<file path="src/rtl/hpp_consts.svh">
`ifndef HPP_CONSTS_SVH
`define HPP_CONSTS_SVH

// AXI4-Lite register byte offsets.
`define OFS_CTRL 8'h00
`define OFS_STATUS 8'h04
`define OFS_IRQ_CLR 8'h08
`define OFS_IRQ_EN 8'h0c
`define OFS_ALARM 8'h10
`define OFS_LAST_ADDR 8'h14
`define OFS_LAST_WDATA 8'h18
`define OFS_RDATA 8'h1c

// Control register fields.
`define CTRL_MUX_BIT 0
`define CTRL_HWMODE_BIT 1
`define CTRL_STROBE_BIT 2

// Interrupt status fields.
`define ST_NOSIG_BIT 0
`define ST_ONES_BIT 1
`define ST_WR_BIT 2
`define ST_RD_BIT 3
`define ST_W 4

// Reset values.
`define CTRL_RST 32'h0000_0000
`define IRQEN_RST 4'h0

// Wait inserted on a write that directly follows another cycle, in ns and in cycles at 200 MHz.
`define WAIT_NS 20
`define CLK_MHZ 200
`define WAIT_CYC ((`WAIT_NS * `CLK_MHZ + 999) / 1000)

`endif

</file>
<file path="src/rtl/hpp_pkg.sv">
package hpp_pkg;
	// Host pin group: inputs seen from the host side.
	typedef struct packed {
		logic sel_n;
		logic rd_n;
		logic wr_n;
		logic ale;
		logic addr_valid_strobe_n;
		logic data_phase_strobe_n;
		logic rw;
		logic [4:0] addr;
		logic [7:0] data;
	} host_in_s;

	typedef enum logic [1:0] {
		BUS_SEP,
		BUS_STROBE
	} bus_style_e;
endpackage : hpp_pkg

</file>
<file path="src/rtl/hpp_alarm_irq.sv">
`timescale 1ns/100ps
`include "hpp_consts.svh"

// Alarm edge detection and sticky interrupt status.
module hpp_alarm_irq
(
	input wire logic mclk_i,
	input wire logic sys_rst_i,
	input wire logic [1:0] alarm_i,
	input wire logic [1:0] evt_i,
	input wire logic [`ST_W-1:0] clr_i,
	input wire logic [`ST_W-1:0] en_i,
	output logic [`ST_W-1:0] status_o,
	output logic irq_o
);
	logic [1:0] alarm_q;
	logic [`ST_W-1:0] set_w;

	// Any change of an alarm level is an event.
	assign set_w = {evt_i, alarm_i ^ alarm_q};

	// Alarm history.
	always_ff @(posedge mclk_i)
	begin
		if (sys_rst_i)
			alarm_q <= 2'h0;
		else
			alarm_q <= alarm_i;
	end

	// Set beats clear so a change landing on a clear is kept.
	always_ff @(posedge mclk_i)
	begin
		if (sys_rst_i)
			status_o <= '0;
		else
			status_o <= (status_o & ~clr_i) | set_w; // see [RULE_08]
	end

	// Level output falls back once nothing enabled is pending.
	always_ff @(posedge mclk_i)
	begin
		if (sys_rst_i)
			irq_o <= 1'b0;
		else
			irq_o <= |(((status_o & ~clr_i) | set_w) & en_i); // see [RULE_15]
	end
endmodule : hpp_alarm_irq

</file>
<file path="src/rtl/host_parallel_bus_port.sv">
// Decided for this implementation: the register offsets and the AXI4-Lite interface to the registers.
`timescale 1ns/100ps
`include "hpp_consts.svh"
// Overview of operation
// [RULE_01] Host accesses are accepted only while the low-active select is low.
// [RULE_02] In hardware mode the select pin becomes the jitter path select.
// [RULE_03] Non-multiplexed: eight pins are a pure bidirectional data port.
// [RULE_04] Multiplexed: eight pins carry low address then data.
// [RULE_05] In hardware mode the data pins are per-channel loopback controls.
// [RULE_06] Host marks the data phase with a low data strobe.
// [RULE_07] Interrupt output is low-active, open drain and maskable.
// [RULE_08] Enabled alarm status changes pull the interrupt low.
// [RULE_09] Host treats the interrupt as level sensitive.
// [RULE_10] Host drives read enable low to have the device drive data.
// [RULE_11] Multiplexed address is captured at the latch enable falling edge.
// [RULE_12] Acknowledge goes low for valid read data or accepted write data.
// [RULE_13] Wait states only when a write directly follows another cycle.
// [RULE_14] Host qualifies the address phase with a low address strobe.
// [RULE_15] Interrupt releases once no enabled change is pending.
// [RULE_16] Data pins float unless selected and reading.

module host_parallel_bus_port
(
	input wire logic mclk_i,
	input wire logic sys_rst_i,
	input wire hpp_pkg::host_in_s host_i,
	input wire logic no_signal_alarm_i,
	input wire logic all_ones_alarm_i,
	input wire logic [31:0] s_axi_awaddr,
	input wire logic s_axi_awvalid,
	output logic s_axi_awready,
	input wire logic [31:0] s_axi_wdata,
	input wire logic [3:0] s_axi_wstrb,
	input wire logic s_axi_wvalid,
	output logic s_axi_wready,
	output logic [1:0] s_axi_bresp,
	output logic s_axi_bvalid,
	input wire logic s_axi_bready,
	input wire logic [31:0] s_axi_araddr,
	input wire logic s_axi_arvalid,
	output logic s_axi_arready,
	output logic [31:0] s_axi_rdata,
	output logic [1:0] s_axi_rresp,
	output logic s_axi_rvalid,
	input wire logic s_axi_rready,
	output logic [7:0] data_o,
	output logic data_oe_o,
	output logic ack_n_o,
	output logic ack_oe_o,
	output logic irq_n_o,
	output logic irq_oe_o,
	output logic jitter_path_select_o,
	output logic [7:0] channel_test_return_o
);
	import hpp_pkg::*;

	// ****************************************************************
	// Registers and host-side state
	// ****************************************************************
	logic [31:0] ctrl_q;
	logic [`ST_W-1:0] irq_en_q;
	logic [`ST_W-1:0] irq_clr_d;
	logic [`ST_W-1:0] status_w;
	logic irq_w;
	logic [7:0] addr_q;
	logic [7:0] wdata_q;
	logic [7:0] rdata_q;
	logic ale_q;
	logic access_q;
	logic was_access_q;
	logic [3:0] wait_q;
	logic wr_evt_d;
	logic rd_evt_d;
	logic [31:0] aw_q;
	logic [31:0] wd_q;
	logic [3:0] ws_q;
	logic aw_have_q;
	logic w_have_q;

	wire logic mux_w = ctrl_q[`CTRL_MUX_BIT];
	wire logic hw_w = ctrl_q[`CTRL_HWMODE_BIT];
	wire logic strobe_w = ctrl_q[`CTRL_STROBE_BIT];

	// A host access needs select low and host mode.
	wire logic sel_w = !host_i.sel_n && !hw_w; // see [RULE_01]
	// Read request: read enable in separate style, direction bit with strobe otherwise.
	wire logic rd_w = sel_w && (strobe_w ? (!host_i.data_phase_strobe_n && host_i.rw)
		: !host_i.rd_n); // see [RULE_06] see [RULE_10]
	wire logic wr_w = sel_w && (strobe_w ? (!host_i.data_phase_strobe_n && !host_i.rw)
		: !host_i.wr_n);
	wire logic act_w = rd_w || wr_w;
	// Address in use: latched byte when multiplexed, pins otherwise.
	wire logic [7:0] eff_addr_w = mux_w ? addr_q : {3'h0, host_i.addr}; // see [RULE_03]

	// Return the register value at a host or bus byte offset.
	function automatic logic [31:0] reg_read(input logic [7:0] a);
		unique case (a)
			`OFS_CTRL: reg_read = ctrl_q;
			`OFS_STATUS: reg_read = {28'h0, status_w};
			`OFS_IRQ_EN: reg_read = {28'h0, irq_en_q};
			`OFS_ALARM: reg_read = {30'h0, all_ones_alarm_i, no_signal_alarm_i};
			`OFS_LAST_ADDR: reg_read = {24'h0, addr_q};
			`OFS_LAST_WDATA: reg_read = {24'h0, wdata_q};
			`OFS_RDATA: reg_read = {24'h0, rdata_q};
			default: reg_read = 32'h0;
		endcase
	endfunction : reg_read

	// ****************************************************************
	// Parallel host port
	// ****************************************************************

	// Address latch on the falling edge of the latch enable; strobe style latches
	// while the address strobe is low.
	always_ff @(posedge mclk_i)
	begin
		if (sys_rst_i)
		begin
			ale_q <= 1'b0;
			addr_q <= 8'h00;
		end
		else
		begin
			ale_q <= host_i.ale;
			if (sel_w && mux_w && ale_q && !host_i.ale && !strobe_w)
				addr_q <= host_i.data; // see [RULE_11] see [RULE_04]
			else if (sel_w && mux_w && strobe_w && !host_i.addr_valid_strobe_n)
				addr_q <= host_i.data; // see [RULE_14]
		end
	end

	// Access tracking and write wait states; only a write that follows straight on
	// from an earlier cycle is held off, a lone cycle is answered at once.
	always_ff @(posedge mclk_i)
	begin
		if (sys_rst_i)
		begin
			access_q <= 1'b0;
			was_access_q <= 1'b0;
			wait_q <= 4'h0;
		end
		else
		begin
			access_q <= act_w;
			if (act_w && !access_q)
			begin
				was_access_q <= 1'b1;
				wait_q <= (wr_w && was_access_q) ? 4'(`WAIT_CYC) : 4'h0; // see [RULE_13]
			end
			else if (wait_q != 4'h0)
				wait_q <= wait_q - 4'h1;
			if (!sel_w && !act_w)
				was_access_q <= 1'b0;
		end
	end

	// Acknowledge driven in strobe style while selected, low during an access once any wait has run out; floats otherwise.
	always_ff @(posedge mclk_i)
	begin
		if (sys_rst_i)
		begin
			ack_n_o <= 1'b1;
			ack_oe_o <= 1'b0;
		end
		else
		begin
			ack_n_o <= !(strobe_w && access_q && act_w && wait_q == 4'h0); // see [RULE_12]
			ack_oe_o <= strobe_w && sel_w;
		end
	end

	// Host write capture and read data; pins float outside a selected read.
	always_ff @(posedge mclk_i)
	begin
		if (sys_rst_i)
		begin
			wdata_q <= 8'h00;
			rdata_q <= 8'h00;
			data_o <= 8'h00;
			data_oe_o <= 1'b0;
		end
		else
		begin
			if (wr_w && !access_q)
				wdata_q <= host_i.data; // see [RULE_03]
			if (rd_w)
				rdata_q <= reg_read(eff_addr_w)[7:0];
			data_o <= reg_read(eff_addr_w)[7:0];
			data_oe_o <= rd_w; // see [RULE_16]
		end
	end

	// Hardware mode pin reuse.
	always_ff @(posedge mclk_i)
	begin
		if (sys_rst_i)
		begin
			jitter_path_select_o <= 1'b0;
			channel_test_return_o <= 8'h00;
		end
		else if (hw_w)
		begin
			jitter_path_select_o <= host_i.sel_n; // see [RULE_02]
			channel_test_return_o <= host_i.data; // see [RULE_05]
		end
	end

	// ****************************************************************
	// Interrupt
	// ****************************************************************
	assign wr_evt_d = wr_w && !access_q;
	assign rd_evt_d = rd_w && !access_q;

	hpp_alarm_irq u_irq
	(
		.mclk_i(mclk_i),
		.sys_rst_i(sys_rst_i),
		.alarm_i({all_ones_alarm_i, no_signal_alarm_i}),
		.evt_i({rd_evt_d, wr_evt_d}),
		.clr_i(irq_clr_d),
		.en_i(irq_en_q),
		.status_o(status_w),
		.irq_o(irq_w)
	);

	// Open drain: pull low only when asserting; the host must sample it as a level.
	always_ff @(posedge mclk_i)
	begin
		if (sys_rst_i)
		begin
			irq_n_o <= 1'b1;
			irq_oe_o <= 1'b0;
		end
		else
		begin
			irq_n_o <= 1'b0; // see [RULE_07]
			irq_oe_o <= irq_w; // see [RULE_09]
		end
	end

	// ****************************************************************
	// AXI4-Lite slave
	// ****************************************************************
	wire logic wr_go_w = aw_have_q && w_have_q && !s_axi_bvalid;

	// Write address and data accepted in either order.
	always_ff @(posedge mclk_i)
	begin
		if (sys_rst_i)
		begin
			aw_have_q <= 1'b0;
			w_have_q <= 1'b0;
			aw_q <= 32'h0;
			wd_q <= 32'h0;
			ws_q <= 4'h0;
		end
		else
		begin
			if (s_axi_awvalid && s_axi_awready)
			begin
				aw_have_q <= 1'b1;
				aw_q <= s_axi_awaddr;
			end
			else if (wr_go_w)
				aw_have_q <= 1'b0;
			if (s_axi_wvalid && s_axi_wready)
			begin
				w_have_q <= 1'b1;
				wd_q <= s_axi_wdata;
				ws_q <= s_axi_wstrb;
			end
			else if (wr_go_w)
				w_have_q <= 1'b0;
		end
	end

	assign s_axi_awready = !aw_have_q && !sys_rst_i;
	assign s_axi_wready = !w_have_q && !sys_rst_i;
	assign irq_clr_d = (wr_go_w && aw_q[7:0] == `OFS_IRQ_CLR && ws_q[0]) ? wd_q[`ST_W-1:0]
		: '0;

	// Register writes and write response; unmapped offsets answer SLVERR.
	always_ff @(posedge mclk_i)
	begin
		if (sys_rst_i)
		begin
			ctrl_q <= `CTRL_RST;
			irq_en_q <= `IRQEN_RST;
			s_axi_bvalid <= 1'b0;
			s_axi_bresp <= 2'b00;
		end
		else
		begin
			if (wr_go_w)
			begin
				s_axi_bvalid <= 1'b1;
				s_axi_bresp <= 2'b00;
				unique case (aw_q[7:0])
					`OFS_CTRL: if (ws_q[0]) ctrl_q[7:0] <= wd_q[7:0];
					`OFS_IRQ_EN: if (ws_q[0]) irq_en_q <= wd_q[`ST_W-1:0];
					`OFS_IRQ_CLR: ;
					default: s_axi_bresp <= 2'b10;
				endcase
			end
			else if (s_axi_bready)
				s_axi_bvalid <= 1'b0;
		end
	end

	// Read channel: one read at a time.
	always_ff @(posedge mclk_i)
	begin
		if (sys_rst_i)
		begin
			s_axi_arready <= 1'b0;
			s_axi_rvalid <= 1'b0;
			s_axi_rdata <= 32'h0;
			s_axi_rresp <= 2'b00;
		end
		else
		begin
			s_axi_arready <= !s_axi_rvalid && !s_axi_arready;
			if (s_axi_arvalid && s_axi_arready)
			begin
				s_axi_rvalid <= 1'b1;
				s_axi_rdata <= reg_read(s_axi_araddr[7:0]);
				s_axi_rresp <= (s_axi_araddr[7:0] > `OFS_RDATA || s_axi_araddr[1:0] != 2'h0
					|| s_axi_araddr[7:0] == `OFS_IRQ_CLR) ? 2'b10 : 2'b00;
			end
			else if (s_axi_rready)
				s_axi_rvalid <= 1'b0;
		end
	end

	// ****************************************************************
	// Checks
	// ****************************************************************
	AST_SEL_GATES_DATA: assert property (@(posedge mclk_i) disable iff (sys_rst_i)
		data_oe_o |-> $past(sel_w)) else $error("Data driven without select."); // see [RULE_01]
	AST_HW_JSEL: assert property (@(posedge mclk_i) disable iff (sys_rst_i)
		$past(hw_w) |-> jitter_path_select_o == $past(host_i.sel_n))
		else $error("Jitter select not following pin."); // see [RULE_02]
	AST_HW_LOOP: assert property (@(posedge mclk_i) disable iff (sys_rst_i)
		$past(hw_w) |-> channel_test_return_o == $past(host_i.data))
		else $error("Loopback pins not followed."); // see [RULE_05]
	AST_IRQ_OD: assert property (@(posedge mclk_i) disable iff (sys_rst_i)
		irq_oe_o |-> !irq_n_o) else $error("Interrupt driven high."); // see [RULE_07]
	AST_IRQ_ALARM: assert property (@(posedge mclk_i) disable iff (sys_rst_i)
		(irq_en_q[`ST_NOSIG_BIT] && $changed(no_signal_alarm_i)) |=> ##1 irq_oe_o)
		else $error("Alarm change did not interrupt."); // see [RULE_08]
	AST_IRQ_RELEASE: assert property (@(posedge mclk_i) disable iff (sys_rst_i)
		((status_w & irq_en_q) == '0) ##1 ((status_w & irq_en_q) == '0) |=> !irq_oe_o)
		else $error("Interrupt held with nothing pending."); // see [RULE_15]
	AST_ALE_CAPTURE: assert property (@(posedge mclk_i) disable iff (sys_rst_i)
		(sel_w && mux_w && !strobe_w && ale_q && !host_i.ale) |=> addr_q == $past(host_i.data))
		else $error("Address not latched."); // see [RULE_11]
	AST_DATA_FLOAT: assert property (@(posedge mclk_i) disable iff (sys_rst_i)
		!$past(rd_w) |-> !data_oe_o) else $error("Data driven outside read."); // see [RULE_16]
	AST_WAIT_ONLY_WR: assert property (@(posedge mclk_i) disable iff (sys_rst_i)
		(act_w && !access_q && !wr_w) |=> wait_q == 4'h0)
		else $error("Wait inserted on read."); // see [RULE_13]
endmodule : host_parallel_bus_port

</file>
<file path="config.mk">
export PLATFORM = sky130hd
export DESIGN_NAME = host_parallel_bus_port
export DESIGN_NICKNAME = d
export VERILOG_FILES = /design/src/rtl/hpp_pkg.sv /design/src/rtl/hpp_alarm_irq.sv /design/src/rtl/host_parallel_bus_port.sv
export VERILOG_INCLUDE_DIRS = /design/src /design/src/rtl
export SDC_FILE = /design/constraint.sdc
export NUM_CORES = 1
export LEC_CHECK = 0
export BUFFER_PORTS_ARGS = -buffer_cell sky130_fd_sc_hd__buf_2
export CAP_MARGIN = 15
export CORE_MARGIN = 3
export CORE_UTILIZATION = 47
export DETAILED_ROUTE_END_ITERATION = 10
export PLACE_DENSITY_LB_ADDON = 0.3
export RECOVER_POWER = 50
export SLEW_MARGIN = 20
export SYNTH_ARGS = -nofsm -noshare
export SYNTH_HDL_FRONTEND = slang
export SYNTH_SLANG_ARGS = --single-unit
</file>
<file path="constraint.sdc">
create_clock -name mclk_i -period 2.17 [get_ports mclk_i]
set_input_delay 0.1085 -clock mclk_i [delete_from_list [all_inputs] [get_ports mclk_i]]
set_output_delay 0.1085 -clock mclk_i [all_outputs]
set_load 0.02 [all_outputs]
</file>
==> impl_results.md, run 1 <==
- Reg-to-Reg Start: ctrl_q[0]
- CORE AREA: 9860 sq um
- Critical path class: flop to flop
- DP HPWL: 8.45 mm
- Min Hold Slack: about 0.017 ns
- Total track usage: 20.7%
- Layout cells sized above 1: between 15 and 20%
- Final hold vios: 0
- # DRC: 0
- DRT Pass-1 Iters: 6
- Area contributors post-synth: dfxtp_1, mux2i_1, nor2_1
- Synth Area in XOR/XNOR: 0.727%
- Nets: 768
- R2R depth: 7
- Crit path capture type: flop
- Routed WL per cell: 14.7 um
- Met3 wire len: 651 um
- Area of the multi-input gates: around 2500 sq um
- Hold depth: 4
- Clock sink total: ~100
- Largest area contributor in the netlist: dfxtp_1
- Clock skew: between 0.01 and 0.015 ns
- Post-synth cell types: 64
- Rel. slew slack: between 40% and 50%
- Register area share after synthesis: 43.2%
- H-tree levels: 3
- Initial antenna violation count: 0
- Post-route ant nets: 0
- Largest family of logic cells by synthesized area: simple AND/OR/NAND/NOR gates
- Grt ovf: 0
- Area growth from synthesis to layout: 20.0%
- Synth top area share: 43.2%
- Crit start category: flop
- Status: complete, no violations
- Largest net degree at the start of global routing: 27
- Syn. warnings: 0
- WL met1: 5.13 mm
- Mux cell area share after synthesis: 13.8%
- Tightest Pin Transition: 0.862 ns
- Finished Cell Area: 5780 sq um
- R2r setup slk: 0.17 ns
- Die W: roughly 110 um
- Final setup fails: 0
- Number of synthesized flops with an enable pin: 0
- Fin Setup TNS: 0 ns
- Critical path, cell by cell: buf_4 > nor4b_2 > a31oi_1 > buf_4 > nor3_1 > a22oi_1 > a311oi_2
- Fillers: just over 900
- Final Cycle Share: approximately 92%
- Worst-Skew Late Latency: between 0.3 and 0.4 ns
- Highest metal used: met4
- Synth Area in Compound Gates: 14.5%
- Post-Route WL: between 10 and 15 mm
- Synthesized area per cell: 9.28 sq um
- WP data arrival: 2.28 ns
- Max incr delay on CP: ~0.4 ns
- Synth Cell Area: between 4000 and 5000 sq um
- Via count: about 4000
- Max-cap viol count: 0
- Ys flop type: dfxtp_1
- ANT cells: 0
- CP Buf/Inv Count: 2
- CP delay by family, top: compound AO/OA/AOI/OAI gates
- CTS tree: built
- Synth Area in Simple Gates: 20.0%
- Design Power: 4040 uW
- Final worst slack: 0.172 ns
- Initial Util: 48.8%
- Setup bufs post-CTS: 0
- Vias per inst: 5.17
- Worst-path clk slew: about 0.1 ns
- Setup WS pre-CTS: -0.0281 ns
- Critical path required time: 2.45 ns
- Num CTS Buffers: 9
- Number of cells on the critical path: 7
- Fmax: about 500 MHz
- Setup crit end: rdata_q[0]
- Rows: 36
- Power density cells: 699 nW/um^2
- Vias in the first global route: between 3000 and 4000
- FF+latch count, synth: 104
- Die height: 107 um
- Max-slew violation count: 0
- Min Tclk post-route: 2.00 ns
- Crit path from: ctrl_q[0]
- # IOs: 192
- CTS max path bufs: 2
- # port buffers: 90
- Synthesized-area fraction occupied by adder cells: 0.520%
- Routed length on met2: 5.33 mm
- Worst R2R End: rdata_q[0]
- Post-DP Area: 5330 sq um
- FF+latch area: about 2100 sq um
- Maximum vdd drop: 0.424 mV
- 1st-iter DRT viols: roughly 190
- Hold Path Class: input port to flop
- Asr flop ratio synth: 0%
- Synth Instances: 519
- Full die area: 11500 sq um
- First-pass GRT wire length: 19.0 mm
- Lkg Pwr: 0.00231 uW
- Crit path top cell by count: buf_4
- Worst-path fanout max: 11
- Unrepaired setup endpoints after global routing: false
- Gpl congestion: 0.881
- CTS root buffer: clkbuf_8
- Slowest-stage cell, CP: dfxtp_2
-- where the power goes --
group	internal [uW]	switching (uW)
clock	607	673
combinational	308	375
sequential	2000	74.4
-- stage by stage --
step,cells,util [%]
finish,775,58.6
global route,775,58.6
CTS,775,59.1
detailed placement,730,54.0
global placement,730,54.0
floorplan,544,-
-- cell usage after synthesis (5+ instances only) --
library cell  instances
nor2_1               62
o21ai_0              19
dfxtp_1             104
nand2_1              40
buf_4                27
nor4_1                6
nor2b_1              10
mux2i_1              44
a22oi_1               9
a211oi_1              6
a31oi_1               5
clkbuf_1             17
nor3_1               21
nand2b_1             15
a21oi_1              29
a22o_1                8
mux2_2               12
inv_1                 7
buf_2                 6
-- logic make-up (layout without fill, tap and decap cells) --
logic type      count (synthesis)  in the layout
simple gates                  186            186
flops                         104            104
compound gates                102            102
mux                            60             60
buf+inv                        60            158
xor+xnor                        4              4
fa+ha+maj                       2              2
other cells                     1             26
-- sequential cells by signal, summed over array words and instances (netlist names), 2 cells and up --
signal and count:
irq_en_q 4, aw_q 8, wait_q 4, ctrl_q 8, addr_q 8, u_irq.status_o 4
s_axi_rdata 8, wdata_q 8, data_o 8, wd_q 8, u_irq.alarm_q 2, channel_test_return_o 8
rdata_q 8
-- layer usage --
| layer | vias up | track usage, % |
|---|---|---|
| met5 | - | 0 |
| li1 | 2040 | - |
| met3 | 19 | 4.03 |
| met2 | 103 | 33.8 |
| met1 | 1841 | 26.5 |
| met4 | 0 | 9.04 |
-- worst min-delay path: cells and delay by family --
family | cells | cell delay, ns
and+or+nand+nor | 1 | 0.07
buffers and inverters | 2 | 0.13
AOI/OAI and AO/OA | 1 | 0.05
-- cell type report --
class	count	area share, %
clock buffers	11	2.62
clock inverters	5	1.08
inverters	8	0.519
multi-input cells	380	43.2
flip-flops and latches	104	36.0
well taps	133	2.88
repair buffers	134	13.6
-- cell usage in the layout (no fill, tap or decap), types with 4 or more instances in the layout --
master,n
o21ai_0,20
buf_2,52
a22oi_1,9
xnor2_1,4
o2bb2ai_1,4
nor2b_1,10
buf_4,10
a21oi_1,29
nor3_1,21
clkbuf_8,11
nor4_1,6
a31oi_1,5
mux2i_1,44
a211oi_1,6
a22o_1,8
mux2_2,12
conb_1,26
nor2_1,62
inv_1,7
clkbuf_1,42
nand2_1,40
nand2b_1,15
dfxtp_1,103
dlygate4sd3_1,29
-- timing repair --
item,CTS,global route
endpoints found under the setup margin,3,6
resized for setup,1,2
hold buffers,29,0
endpoints found under the hold margin,39,0
-- worst min path at each step --
stage,end,startpoint
2_1_floorplan,irq_n_o,sys_rst_i
3_3_place_gp,wd_q[0],s_axi_wdata[0]
3_5_place_dp,wd_q[7],s_axi_wdata[7]
4_1_cts,s_axi_bvalid,s_axi_bready
5_1_grt,u_irq.alarm_q[0],no_signal_alarm_i
6_report,s_axi_bvalid,s_axi_bready
Note: power is estimated with default switching activity, not from simulation.
==> run 2, diff against run 1 <==
ABC_AREA = 1   (was not set)
==> run 2 against run 1 <==
Sequential share of layout area fell by 0.84 points; final area up 2.3%; sequential power about the same; first-iteration DRC count grew 100%; critical path depth grew 4; critical path type unchanged; largest cell class unchanged.
==> impl_results.md, run 2 <==
- Status: complete, no violations (unchanged)
- Min Tclk post-route: 1.79 ns (was 2.00 ns)
- Largest net degree at the start of global routing: 33 (was 27)
- Area growth from synthesis to layout: 18.6% (was 20.0%)
- Number of synthesized flops with an enable pin: 0 (unchanged)
- CP delay by family, top: simple AND/OR/NAND/NOR gates (was compound AO/OA/AOI/OAI gates)
- Tightest Pin Transition: 0.787 ns (was 0.862 ns)
- Synth Cell Area: 4990 sq um (was 4820 sq um)
- Min Hold Slack: 0.000877 ns (was 0.0166 ns)
- Critical path, cell by cell: buf_4 > nand2_1 > nand2_1 > nor2_1 > buf_4 > nand4_1 > nand2_1 > nor2_1 > nand3_1 > nand2_1 > inv_1 (was buf_4 > nor4b_2 > a31oi_1 > buf_4 > nor3_1 > a22oi_1 > a311oi_2)
- CORE AREA: 10000 sq um (was 9860 sq um)
- Crit path top cell by count: nand2_1 (was buf_4)
- Post-Route WL: 13.4 mm (was 11.4 mm)
- Setup bufs post-CTS: 0 (unchanged)
- Met3 wire len: 984 um (was 651 um)
- Largest area contributor in the netlist: dfxtp_1 (unchanged)
- Vias in the first global route: 4521 (was 3925)
- FF+latch area: 2080 sq um (about the same)
- Asr flop ratio synth: 0% (unchanged)
- First-pass GRT wire length: 21.3 mm (was 19.0 mm)
- Synth cell count leaders: nand2_1, dfxtp_1, nor2_1 (was dfxtp_1, nor2_1, mux2i_1)
- Routed WL per cell: 14.0 um (was 14.7 um)
- Clock sink total: 104 (unchanged)
- # DRC: 0 (unchanged)
- WL met1: 5.89 mm (was 5.13 mm)
- Fillers: 977 (was 912)
- Final Cycle Share: 82.3% (was 92.1%)
- Hold-fix buffers, CTS: 31 (was 29)
- Most frequent cells in the layout: nand2_1, dfxtp_1, nor2_1 (was dfxtp_1, nor2_1, buf_2)
- Die height: 109 um (was 107 um)
- Ys flop type: dfxtp_1 (unchanged)
- Full die area: 11900 sq um (was 11500 sq um)
- Layout Utilization: 58.9% (was 58.6%)
- Dpl cells: 912 (was 730)
- DP HPWL: 9.68 mm (was 8.45 mm)
- Crit path from: ctrl_q[0] (unchanged)
- Layout cells sized above 1: 13.6% (was 17.4%)
- Gpl congestion: 0.966 (was 0.881)
- Routed length on met2: 6.27 mm (was 5.33 mm)
- Synth Instances: 699 (was 519)
- # port buffers: 90 (unchanged)
- Post-CTS Resized: 0 (was 1)
- Die W: 109 um (was 107 um)
- Hold Path Class: input port to flop (unchanged)
- FF+latch count, synth: 104 (unchanged)
- Synthesized area per cell: 7.13 sq um (was 9.28 sq um)
- Max-slew violation count: 0 (unchanged)
- Rows: 36 (unchanged)
- CP Buf/Inv Count: 3 (was 2)
- Min-Delay Endpoint: ws_q[0] (was s_axi_bvalid)
- Final hold vios: 0 (unchanged)
- Power density cells: 663 nW/um^2 (was 699 nW/um^2)
- Reg-to-Reg Start: ctrl_q[0] (unchanged)
- H-tree levels: 3 (unchanged)
- Area contributors post-synth: dfxtp_1, nand2_1, nor2_1 (was dfxtp_1, mux2i_1, nor2_1)
- Initial antenna violation count: 0 (unchanged)
- R2r setup slk: 0.38 ns (was 0.17 ns)
- CTS max path bufs: 2 (unchanged)
- Most common cell in the netlist: nand2_1 (was dfxtp_1)
- Worst-path clk slew: 0.10 ns (about the same)
- # IOs: 192 (unchanged)
- Worst-path fanout max: 8 (was 11)
- Via count: 4951 (was 4003)
- Critical path class: flop to flop (unchanged)
- Worst-Skew Late Latency: 0.39 ns (was 0.38 ns)
- Post-route ant nets: 0 (unchanged)
- Grt ovf: 0 (unchanged)
- Post-synth cell types: 38 (was 64)
- Nets: 952 (was 768)
- Total track usage: 22.9% (was 20.7%)
- Rel. slew slack: 47.5% (was 42.5%)
- Lkg Pwr: 0.00255 uW (was 0.00231 uW)
- Synth top area share: 41.8% (was 43.2%)
- Fmax: 560 MHz (was 501 MHz)
- Slowest-stage cell, CP: dfxtp_1 (was dfxtp_2)
- Crit start category: flop (unchanged)
- Syn. warnings: 0 (unchanged)
- Highest metal used: met4 (unchanged)
- Final setup fails: 0 (unchanged)
- Register area share after synthesis: 41.8% (was 43.2%)
- Fin cells: 959 (was 775)
- Maximum vdd drop: 0.552 mV (was 0.424 mV)
- Vias per inst: 5.16 (was 5.17)
- Unrepaired setup endpoints after global routing: false (unchanged)
- Most common cell after layout, fill and taps aside: nand2_1 (was dfxtp_1)
- Hold depth: 3 (was 4)
- ANT cells: 0 (unchanged)
- R2R depth: 11 (was 7)
- Max incr delay on CP: 0.50 ns (was 0.41 ns)
- Critical path required time: 2.46 ns (was 2.45 ns)
- 1st-iter DRT viols: 380 (was 186)
- Hold Crit Start: s_axi_wstrb[0] (was s_axi_bready)
- Area of the multi-input gates: 2370 sq um (was 2500 sq um)
- WP data arrival: 2.08 ns (was 2.28 ns)
- Crit path capture type: flop (unchanged)
- CTS tree: built (unchanged)
- CTS root buffer: clkbuf_8 (unchanged)
- Worst R2R End: rdata_q[0] (unchanged)
- Initial Util: 49.6% (was 48.8%)
- Max-cap viol count: 0 (unchanged)
- DRT Pass-1 Iters: 5 (was 6)
- Num CTS Buffers: 9 (unchanged)
- Clock skew: 0.00890 ns (was 0.0113 ns)
- Fin Setup TNS: 0 ns (unchanged)
==> run 2: changes by cell type in the layout (fill, tap and decap cells not counted), moves of 10 or more <==
cell and delta:
nand2_1 +88, inv_1 +55, nand3_1 +51, o21ai_0 +45
mux2i_1 -44, nand4_1 +33, nor2_1 +27, a21oi_1 +22
nor3_1 -18, nand2b_1 -15, mux2_2 -12, nor2b_1 -10
==> run 2: layout make-up <==
type                            count  share of cell area (%)
Sequential cell                   104                    35.2
Inverter                           65                    4.13
Tap cell                          133                    2.81
Timing Repair Buffer              144                    14.9
Multi-Input combinational cell    497                    40.0
Clock buffer                       11                    2.22
Clock inverter                      5                   0.719
==> run 2: worst max-delay path by stage <==
stage | to | slack [ns] | cells after the start
5_1_grt | rdata_q[0] | 0.25 | 11
4_1_cts | rdata_q[0] | 0.40 | 11
2_1_floorplan | ctrl_q[5] | 0.72 | 6
3_5_place_dp | rdata_q[0] | 0.44 | 11
3_3_place_gp | rdata_q[0] | 0.46 | 11
6_report | rdata_q[0] | 0.38 | 11
==> run 2: per-stage QoR <==
step           worst slack (ns)  cell area (sq um)  power, uW
2_1_floorplan             0.719               5080       2640
3_3_place_gp              0.460               5520       2760
3_5_place_dp              0.440               5520       2800
4_1_cts                   0.405               6000       3940
5_1_grt                   0.253               5910       4130
6_report                  0.383               5910       3920
==> run 2: logic make-up (layout without fill, tap and decap cells) <==
kind of cell / count (synthesis) / after routing / share of synthesized area [%]
compound gates: 131 / 131 / 13.5
xor+xnor: 4 / 4 / 0.703
fa+ha+maj: 2 / 2 / 0.502
buf+inv: 123 / 225 / 12.5
flops: 104 / 104 / 41.8
other cells: 1 / 26 / 0.0752
simple gates: 334 / 334 / 31.0
==> run 2: where the power goes <==
group,switching (uW),total (uW),internal (uW)
Clock,690,1120,428
Sequential,72.7,2090,2010
Combinational,448,714,267
Total,1210,3920,2710
==> run 2: metal layers <==
metal | global-route usage, % | up-vias
met5 | 0 | -
met4 | 7.12 | 0
met3 | 5.39 | 23
met2 | 37.6 | 193
met1 | 29.7 | 2259
li1 | - | 2476
==> run 2: worst register-to-register path: cells and delay by family (launching register included) <==
kind / cells / cell delay [ns]
and+or+nand+nor: 8 / 0.73
DFF: 1 / 0.50
buffers and inverters: 3 / 0.45
==> run 3, diff against run 2 <==
CORE_UTILIZATION = 44   (was 47)
clock period = 1.57 ns   (was 2.17 ns; I/O delays follow)
==> run 3 against run 2 <==
Register-to-register slack lost 0.35 ns; clock skew is 0.0016 ns lower; routed wire length grew 1.7%; sequential power grew 38%; critical endpoint is now rdata_q[5].
==> impl_results.md, run 3 (same netlist as run 2, synthesis figures left out) <==
- Tightest Pin Transition: 0.545 ns (was 0.787 ns)
- Total track usage: 21.2% (was 22.9%)
- Clock skew: 0.00732 ns (was 0.00890 ns)
- Psw: 1700 uW (was 1210 uW)
- Post-route ant nets: 0 (unchanged)
- CORE AREA: 10900 sq um (was 10000 sq um)
- Maximum vdd drop: 0.848 mV (was 0.552 mV)
- Fin cells: 983 (was 959)
- Max-slew violation count: 0 (unchanged)
- Worst-Skew Late Latency: 0.34 ns (was 0.39 ns)
- Layout cells sized above 1: 18.5% (was 13.6%)
- Post-Route WL: 13.6 mm (was 13.4 mm)
- Final hold vios: 0 (unchanged)
- Crit start category: flop (unchanged)
- Final Cycle Share: 97.6% (was 82.3%)
- Critical path required time: 1.83 ns (was 2.46 ns)
- Clock network fraction of total power: 36.5% (was 28.5%)
- Crit path capture type: flop (unchanged)
- WP data arrival: 1.80 ns (was 2.08 ns)
- CTS root buffer: clkbuf_16 (was clkbuf_8)
- ANT cells: 0 (unchanged)
- Rel. slew slack: 63.7% (was 47.5%)
- Min Tclk post-route: 1.53 ns (was 1.79 ns)
- Worst-path clk slew: 0.07 ns (was 0.10 ns)
- Full die area: 12600 sq um (was 11900 sq um)
- DP HPWL: 9.98 mm (was 9.68 mm)
- 1st-iter DRT viols: 344 (was 380)
- Fmax: 653 MHz (was 560 MHz)
- Vias in the first global route: 4613 (was 4521)
- Num CTS Buffers: 9 (unchanged)
- Most common cell after layout, fill and taps aside: nand2_1 (unchanged)
- Unrepaired setup endpoints after global routing: true (was false)
- Initial antenna violation count: 0 (unchanged)
- CTS max path bufs: 2 (unchanged)
- Max-cap viol count: 0 (unchanged)
- Hold Path Class: input port to flop (unchanged)
- Die height: 112 um (was 109 um)
- Most frequent cells in the layout: nand2_1, dfxtp_1, nor2_1 (unchanged)
- Rows: 38 (was 36)
- Fin Setup TNS: 0 ns (unchanged)
- Dpl cells: 940 (was 912)
- First-pass GRT wire length: 22.0 mm (was 21.3 mm)
- # IOs: 192 (unchanged)
- Vias per inst: 5.13 (was 5.16)
- Sequential share of power: 46.7% (was 53.2%)
- Layout Utilization: 57.8% (was 58.9%)
- CTS tree: built (unchanged)
- H-tree levels: 3 (unchanged)
- Status: complete, no violations (unchanged)
- Via count: 5043 (was 4951)
- Gpl congestion: 0.956 (was 0.966)
- Nets: 969 (was 952)
- Sw Share: 27.6% (was 30.9%)
- Worst-path fanout max: 7 (was 8)
- Pint: 4480 uW (was 2710 uW)
- Comb power frac: 16.8% (was 18.2%)
- Fillers: 1030 (was 977)
- Final setup fails: 0 (unchanged)
- Lkg Pwr: 0.00277 uW (was 0.00255 uW)
- # port buffers: 90 (unchanged)
- Routed WL per cell: 13.8 um (was 14.0 um)
- Initial Util: 45.6% (was 49.6%)
- Critical path class: flop to flop (unchanged)
- Grt ovf: 0 (unchanged)
- Clock sink total: 104 (unchanged)
- Die W: 112 um (was 109 um)
- # DRC: 0 (unchanged)
- Area growth from synthesis to layout: 26.8% (was 18.6%)
- Power density cells: 978 nW/um^2 (was 663 nW/um^2)
- Largest net degree at the start of global routing: 32 (was 33)
- DRT Pass-1 Iters: 5 (unchanged)
-- run 3: changes by cell type in the layout (fill, tap and decap cells not counted), sizes merged --
cell / delta
bufinv: +1
clkinv: -2
clkbuf: -4
inv: -1
buf: +25
clkinvlp: +1
dlygate4sd3: -3
-- run 3: path summary, 6_finish.rpt --
path / cells after the start / slack [ns] / startpoint / end
hold reg to reg: 2 / 0.40 / u_irq.irq_o / irq_oe_o
hold / removal: 3 / 0.007 / host_i[1] / channel_test_return_o[1]
setup reg to reg: 9 / 0.04 / ctrl_q[0] / rdata_q[5]
setup / recovery: 9 / 0.04 / ctrl_q[0] / rdata_q[5]
-- run 3: layout make-up --
cell class / count / area (sq um) / area share, %
flip-flops and latches: 104 / 2090 / 33.0
clock buffers: 12 / 246 / 3.90
inverters: 65 / 246 / 3.90
multi-input cells: 497 / 2460 / 38.9
repair buffers: 161 / 1050 / 16.7
well taps: 140 / 175 / 2.77
clock inverters: 4 / 53.8 / 0.851
-- run 3: worst max-delay path, cell delays in order, from the launching register on --
cell     delay (ns)
dfxtp_4        0.37
buf_8          0.14
nand2_4        0.07
nand3_4        0.11
nor2_4         0.20
buf_6          0.15
nand4_1        0.07
o21ai_1        0.08
nor2_1         0.08
a21oi_1        0.17
-- run 3: layer usage --
layer / routed length [um] / track usage [%]
met1: 6140 / 28.7
met2: 6330 / 34.4
met3: 932 / 4.15
met4: 206 / 6.57
met5: 0 / 0
-- run 3: through the flow --
stage	setup WS, ns	power (uW)	cell area, sq um	hold slack [ns]
finish	0.0376	6180	6320	0.00679
global route	-0.0657	6480	6320	0.00263
CTS	0.0102	6220	6290	0.00215
detailed placement	-0.0394	3910	5700	0.289
global placement	0.0230	3860	5700	0.280
floorplan	0.119	3650	5080	0.106
-- run 3: power by group through the flow --
stage,clock (uW),combinational [uW],sequential (uW)
after floorplan,0,711,2930
after global placement,0,922,2940
after detailed placement,0,960,2950
after CTS,2310,1020,2890
after global routing,2430,1150,2900
final,2250,1040,2890
-- run 3: what timing repair did --
item                                    4_1_cts  5_1_grt
endpoints found under the setup margin       11       27
hold buffers                                 28        0
endpoints found under the hold margin        28        0
cloned                                        0        0
setup buffers                                 0        0
pin swaps                                     0       10
gates resized for setup                       3       33
